==> src/core/aefr_pkg.sv <==
/*
   Constants and types for the error flag recorder.
   Assumes a single synchronous clock domain and plain ports.
*/
package aefr_pkg;
   localparam int CODE_W = 32;
   localparam int NUM_PAIRS = 4;
   localparam int NUM_SRC = 4;
   localparam int SRC_W = 2;
   localparam int PAIR_W = 2;

   // ------------------------------------------------------------
   // Error codes.
   // ------------------------------------------------------------
   localparam logic [CODE_W-1:0] NONE_CODE = 32'h0000_0000;
   localparam logic [CODE_W-1:0] BAD_SYMBOL_CODE = 32'h0000_0500;
   localparam logic [CODE_W-1:0] BAD_NUMBER_CODE = 32'h0000_0501;
   localparam logic [CODE_W-1:0] BAD_STATE_CODE = 32'h0000_0502;
   localparam logic [CODE_W-1:0] STORAGE_EXHAUSTED_CODE = 32'h0000_0505;
   localparam logic [CODE_W-1:0] FB_INCOMPLETE_CODE = 32'h0000_0506;

   // ------------------------------------------------------------
   // Error kinds reported by checking logic.
   // ------------------------------------------------------------
   typedef enum logic [2:0] {
      AEFR_KIND_BAD_SYMBOL,
      AEFR_KIND_BAD_NUMBER,
      AEFR_KIND_BAD_STATE,
      AEFR_KIND_FB_INCOMPLETE,
      AEFR_KIND_STORAGE
   } aefr_kind_t;

   localparam logic RESET_FLAG = 1'b0;
endpackage : aefr_pkg

==> src/core/aefr_recorder.sv <==
/*
   Error flag and code recorder with query drain and suppress outputs.
   Assumes a command checker on sys_clk reporting one kind per source.
*/
`timescale 1ns/1ps
module aefr_recorder (
   input wire logic sys_clk,
   input wire logic srst,
   input wire logic clk_en,
   input wire logic [aefr_pkg::NUM_SRC-1:0] err_valid,
   input wire logic [aefr_pkg::NUM_SRC*3-1:0] err_kind,
   input wire logic [aefr_pkg::NUM_SRC-1:0] err_is_system,
   input wire logic error_query_command,
   output logic [aefr_pkg::CODE_W-1:0] query_code,
   output logic query_valid,
   output logic [aefr_pkg::NUM_SRC-1:0] suppress_cmd,
   output logic [aefr_pkg::NUM_SRC-1:0] zero_return,
   output logic [aefr_pkg::NUM_SRC-1:0] block_ptr_write,
   output logic undefined_state,
   output logic [aefr_pkg::NUM_PAIRS-1:0] flags_pending
);
   logic [aefr_pkg::NUM_PAIRS-1:0] flag;
   logic [aefr_pkg::CODE_W-1:0] code [aefr_pkg::NUM_PAIRS];
   logic [aefr_pkg::NUM_SRC-1:0] rec_req;
   logic src_any;
   logic [aefr_pkg::SRC_W-1:0] src_idx;
   logic [aefr_pkg::CODE_W-1:0] next_code;
   logic free_any;
   logic [aefr_pkg::PAIR_W-1:0] free_idx;
   logic full_any;
   logic [aefr_pkg::PAIR_W-1:0] drain_idx;
   logic [aefr_pkg::CODE_W-1:0] next_store_code;
   logic store_hit;
   logic [aefr_pkg::PAIR_W-1:0] store_idx;

   // ------------------------------------------------------------
   // Kind to code mapping.
   // ------------------------------------------------------------
   function automatic logic [aefr_pkg::CODE_W-1:0] kind_code(input logic [2:0] k);
      case (k)
         3'h0: kind_code = aefr_pkg::BAD_SYMBOL_CODE;
         3'h1: kind_code = aefr_pkg::BAD_NUMBER_CODE;
         3'h2: kind_code = aefr_pkg::BAD_STATE_CODE;
         3'h3: kind_code = aefr_pkg::FB_INCOMPLETE_CODE;
         3'h4: kind_code = aefr_pkg::STORAGE_EXHAUSTED_CODE;
         default: kind_code = aefr_pkg::NONE_CODE;
      endcase
   endfunction : kind_code

   function automatic logic kind_known(input logic [2:0] k);
      kind_known = (k <= 3'h4);
   endfunction : kind_known

   // ------------------------------------------------------------
   // Source selection and suppression.
   // ------------------------------------------------------------
   for (genvar s = 0; s < aefr_pkg::NUM_SRC; s++) begin : g_src
      logic [2:0] k;
      logic known;
      assign k = err_kind[s*3 +: 3];
      assign known = kind_known(k);
      // System faults and unknown kinds are neither recorded nor acted on.
      assign rec_req[s] = err_valid[s] & ~err_is_system[s] & known;
      assign suppress_cmd[s] = rec_req[s] & (k != 3'h4);
      assign zero_return[s] = rec_req[s] & (k != 3'h4);
      assign block_ptr_write[s] = rec_req[s] & (k != 3'h4);
   end

   aefr_src_pick u_pick (
      .req(rec_req),
      .any(src_any),
      .idx(src_idx)
   );

   assign next_code = kind_code(err_kind[src_idx*3 +: 3]);

   // ------------------------------------------------------------
   // Pair search: first free pair and first pending pair.
   // ------------------------------------------------------------
   always_comb begin
      free_any = 1'b0;
      free_idx = '0;
      full_any = 1'b0;
      drain_idx = '0;
      for (int p = aefr_pkg::NUM_PAIRS - 1; p >= 0; p--) begin
         if (!flag[p]) begin
            free_any = 1'b1;
            free_idx = aefr_pkg::PAIR_W'(p);
         end
         if (flag[p]) begin
            full_any = 1'b1;
            drain_idx = aefr_pkg::PAIR_W'(p);
         end
      end
   end

   // A pair freed by this query may take a new error in the same cycle.
   assign store_hit = src_any & (free_any | (error_query_command & full_any));
   assign next_store_code = next_code;
   assign store_idx = free_any ? free_idx : drain_idx;

   // ------------------------------------------------------------
   // Flag and code storage.
   // ------------------------------------------------------------
   always_ff @(posedge sys_clk) begin
      if (srst) begin
         flag <= {aefr_pkg::NUM_PAIRS{aefr_pkg::RESET_FLAG}};
         for (int p = 0; p < aefr_pkg::NUM_PAIRS; p++) begin
            code[p] <= aefr_pkg::NONE_CODE;
         end
      end else if (clk_en) begin
         if (error_query_command && full_any) begin
            flag[drain_idx] <= 1'b0;
            code[drain_idx] <= aefr_pkg::NONE_CODE;
         end
         // Store wins over a clear; a set pair is overwritten only when it is drained in the same cycle.
         if (store_hit) begin
            flag[store_idx] <= 1'b1;
            code[store_idx] <= next_store_code;
         end
      end
   end

   // ------------------------------------------------------------
   // Query answer.
   // ------------------------------------------------------------
   always_ff @(posedge sys_clk) begin
      if (srst) begin
         query_code <= aefr_pkg::NONE_CODE;
         query_valid <= 1'b0;
      end else if (clk_en) begin
         query_valid <= error_query_command;
         if (error_query_command) begin
            query_code <= full_any ? code[drain_idx] : aefr_pkg::NONE_CODE;
         end
      end
   end

   // ------------------------------------------------------------
   // Undefined-results indicator after storage exhaustion.
   // ------------------------------------------------------------
   always_ff @(posedge sys_clk) begin
      if (srst) begin
         undefined_state <= 1'b0;
      end else if (clk_en) begin
         if (|(rec_req & ~suppress_cmd)) begin
            undefined_state <= 1'b1;
         end
      end
   end

   assign flags_pending = flag;
endmodule : aefr_recorder

==> src/core/aefr_src_pick.sv <==
/*
   Fixed-priority picker over error sources.
   Assumes requests come from logic on the same clock.
*/
`timescale 1ns/1ps
module aefr_src_pick (
   input wire logic [aefr_pkg::NUM_SRC-1:0] req,
   output logic any,
   output logic [aefr_pkg::SRC_W-1:0] idx
);
   // ------------------------------------------------------------
   // Lowest-numbered request wins.
   // ------------------------------------------------------------
   always_comb begin
      any = 1'b0;
      idx = '0;
      for (int i = aefr_pkg::NUM_SRC - 1; i >= 0; i--) begin
         if (req[i]) begin
            any = 1'b1;
            idx = aefr_pkg::SRC_W'(i);
         end
      end
   end
endmodule : aefr_src_pick

==> config.mk <==
export PLATFORM = sky130hd
export DESIGN_NAME = aefr_recorder
export DESIGN_NICKNAME = d
export VERILOG_FILES = /design/src/core/aefr_pkg.sv /design/src/core/aefr_recorder.sv /design/src/core/aefr_src_pick.sv
export SDC_FILE = /design/constraint.sdc
export NUM_CORES = 1
export LEC_CHECK = 0
export BUFFER_PORTS_ARGS = -buffer_cell sky130_fd_sc_hd__buf_4
export CORE_AREA = 2 2 60 77
export DETAILED_ROUTE_END_ITERATION = 10
export DIE_AREA = 0 0 62 79
export PLACE_DENSITY = 0.83
export SYNTH_ARGS = -nofsm -noshare
export SYNTH_HDL_FRONTEND = slang
export SYNTH_SLANG_ARGS = --single-unit
==> constraint.sdc <==
create_clock -name sys_clk -period 4.46 [get_ports sys_clk]
set_clock_uncertainty 0.05 [all_clocks]
set_input_delay 0.446 -clock sys_clk [delete_from_list [all_inputs] [get_ports sys_clk]]
set_output_delay 0.446 -clock sys_clk [all_outputs]
set_load 0.02 [all_outputs]
==> out/qor.json <==
{
  "outcome": "complete, no violations",
  "gp_congestion": 0.885,
  "initial_core_util": 0.422,
  "insertion_delay_ps": 270,
  "finish.net_count": 254,
  "rows": 27,
  "top_level_ports": 74,
  "first_global_vias": 1301,
  "class_of_the_most_critical_setup_path": "primary input to flip-flop",
  "setup-violations-final": 0,
  "grt_antenna_before_repair": 0,
  "cts_buffers": 3,
  "syn-instance-count": 196,
  "worstSetupEndpointType": "flip-flop",
  "max_slew_vio_count": 0,
  "wire_per_inst_um": 12.9,
  "first_pass_grt_wire_length_mm": 5.91,
  "crit_chain": "buf_4, nand2b_2, o211a_1, o311ai_0, o21a_1, or2_1, o31ai_2",
  "die_y_extent_um": 79,
  "min_path_type": "primary input to flip-flop",
  "drt-total-wl_mm": 3.68,
  "post-route-cell-area_um2": 2030,
  "drtPass1Iterations": 4,
  "numPlacedInstances": 283,
  "final_cell_count_no_fill": 286,
  "dr.first_iter.drc_count": 47,
  "async_flop_share": 0,
  "finalCritPeriodShare": 0.464,
  "critical_path.max_stage_delay_ps": 330,
  "grt_max_degree": 16,
  "power_leakage_nw": 0.890,
  "worstMarginPinSlew_ps": 640,
  "synth.avg_cell_area_um2": 9.08,
  "hpwl_after_detailed_placement_mm": 2.97,
  "worstPathMaxFanout": 8,
  "place_ws_ps": 2120,
  "cts-root-to-sink-buffers": 2,
  "p_per_area_nw_per_um2": 260,
  "worst_vdd_drop_mv": 0.104,
  "antenna_cells_inserted": 0,
  "drive_gt1_frac": 0.276,
  "timing.critical_path.slowest_stage_cell": "sky130_fd_sc_hd__or2_1",
  "path_clk_slew_ps": 90,
  "dr_total_vias": 1485,
  "final_period_minus_worst_setup_slack_ps": 2070,
  "cts_hold_repair.buffers": 0,
  "synth_seq_cells": 26,
  "clock_sink_count": 26,
  "drtAntennaViolNets": 0,
  "critical_path.top_delay_family": "compound AO/OA/AOI/OAI gates",
  "fin_hold_ws_ps": 387,
  "seq_area_frac_synth": 0.382,
  "cts_max_level": 1,
  "ys_warn_count": 0,
  "grt_util_all_layers": 0.163,
  "numPortBuffers": 46,
  "yosys.cell_types.count": 50,
  "timing.critical_path.buf_inv": 1,
  "syn2layout_area_growth_pct": 14.2,
  "rsz0062_at_grt": "false",
  "cts_tree": "done",
  "synth_ff_type": "sky130_fd_sc_hd__edfxtp_1",
  "timing.critical_path.from_type": "primary input",
  "ctsResizeCount": 0,
  "globalRouteOverflowTotal": 0,
  "drt-vias-per-instance": 5.19,
  "synth_area_um2": 1780,
  "post-cts-setup-buffers": 0,
  "fp.dieW_um": 62,
  "number_of_enable_flip_flop_cells_after_synthesis": 16,
  "core_region_area_um2": 4220,
  "required_time_reported_for_the_critical_path_endpoint_ps": 4430,
  "slew-limit-headroom": 0.569,
  "remaining_drc_errors": 0,
  "die-area_um2": 4900,
  "finish.utilization": 0.481,
  "data_arrival_time_of_the_critical_path_ps": 2040,
  "setup_slack_ps": 2390,
  "fin_tns_setup_ps": 0,
  "cts.root.buffer_cell": "sky130_fd_sc_hd__clkbuf_8",
  "achievable-frequency_ghz": 0.483,
  "postPlaceCellArea_um2": 1990,
  "final_hold_viol_count": 0,
  "fin_total_pwr_mw": 0.529,
  "cap_violations": 0
}
==> worst paths after layout <==
| check | to | slack (ps) | cells after the start | from |
|---|---|---|---|---|
| worst max-delay path | code[2][2] | 2390 | 7 | err_is_system[2] |
| worst min register to register | query_valid | 430 | 2 | query_valid |
| worst min-delay path | flags_pending[1] | 390 | 2 | srst |
| worst max register to register | code[3][2] | 2390 | 6 | flags_pending[0] |
==> synth_stat cells, types with 2 or more instances <==
library cell / instances / area (um^2)
sky130_fd_sc_hd__o21ai_0: 6 / 30.0
sky130_fd_sc_hd__edfxtp_1: 16 / 480
sky130_fd_sc_hd__nand3_1: 3 / 15.0
sky130_fd_sc_hd__clkbuf_1: 5 / 18.8
sky130_fd_sc_hd__a22oi_1: 4 / 30.0
sky130_fd_sc_hd__a21oi_1: 7 / 35.0
sky130_fd_sc_hd__o31ai_2: 5 / 62.6
sky130_fd_sc_hd__nand2_1: 8 / 30.0
sky130_fd_sc_hd__or3_1: 2 / 12.5
sky130_fd_sc_hd__a221o_1: 4 / 40.0
sky130_fd_sc_hd__nand2b_1: 6 / 37.5
sky130_fd_sc_hd__o211a_1: 2 / 20.0
sky130_fd_sc_hd__nor2_1: 20 / 75.1
sky130_fd_sc_hd__dfxtp_1: 10 / 200
sky130_fd_sc_hd__o21a_1: 2 / 15.0
sky130_fd_sc_hd__buf_4: 36 / 270
sky130_fd_sc_hd__inv_1: 8 / 30.0
sky130_fd_sc_hd__nor3_1: 8 / 40.0
sky130_fd_sc_hd__or4_1: 2 / 15.0
sky130_fd_sc_hd__nor2b_1: 4 / 25.0
sky130_fd_sc_hd__nand4_1: 6 / 37.5
sky130_fd_sc_hd__a22o_1: 4 / 35.0
==> cells by family after synthesis <==
group,Yosys count,share of synthesized area
simple gates,68,0.203
buf+inv,51,0.188
flops,26,0.382
compound gates,50,0.225
other cells,1,0.00211
==> layer usage <==
metal  vias to the layer above  global-route usage  part of all wire
met2                        85               0.280              0.53
met1                       672               0.191              0.38
met5                         -                   0                 0
met4                         0              0.0787             0.026
li1                        721                   -                 -
met3                         7              0.0179             0.067
==> cells in the final DEF (no fill, tap or decap), drive strengths merged, types with 8 or more instances in the layout <==
cell type / n
conb: 27
inv: 8
edfxtp: 16
dfxtp: 10
nor3: 8
nor2: 20
nand2: 8
buf: 46
==> power breakdown <==
part	internal [mW]	switching (mW)
Clock	0.0606	0.0707
Combinational	0.0443	0.0793
Sequential	0.266	0.00795
==> registers in the layout (all words and copies together), names as in the netlist <==
name             count
code                16
flags_pending        4
query_code           4
query_valid          1
undefined_state      1
==> area by class of cell <==
class / instances / area (um^2)
inverter: 8 / 30.0
tap: 58 / 72.6
timing repair buffer: 46 / 345
clock buffer: 3 / 41.3
multi-input combinational: 145 / 863
fill: 416 / 2190
sequential: 26 / 681
Power figures use the tool's default switching activity.
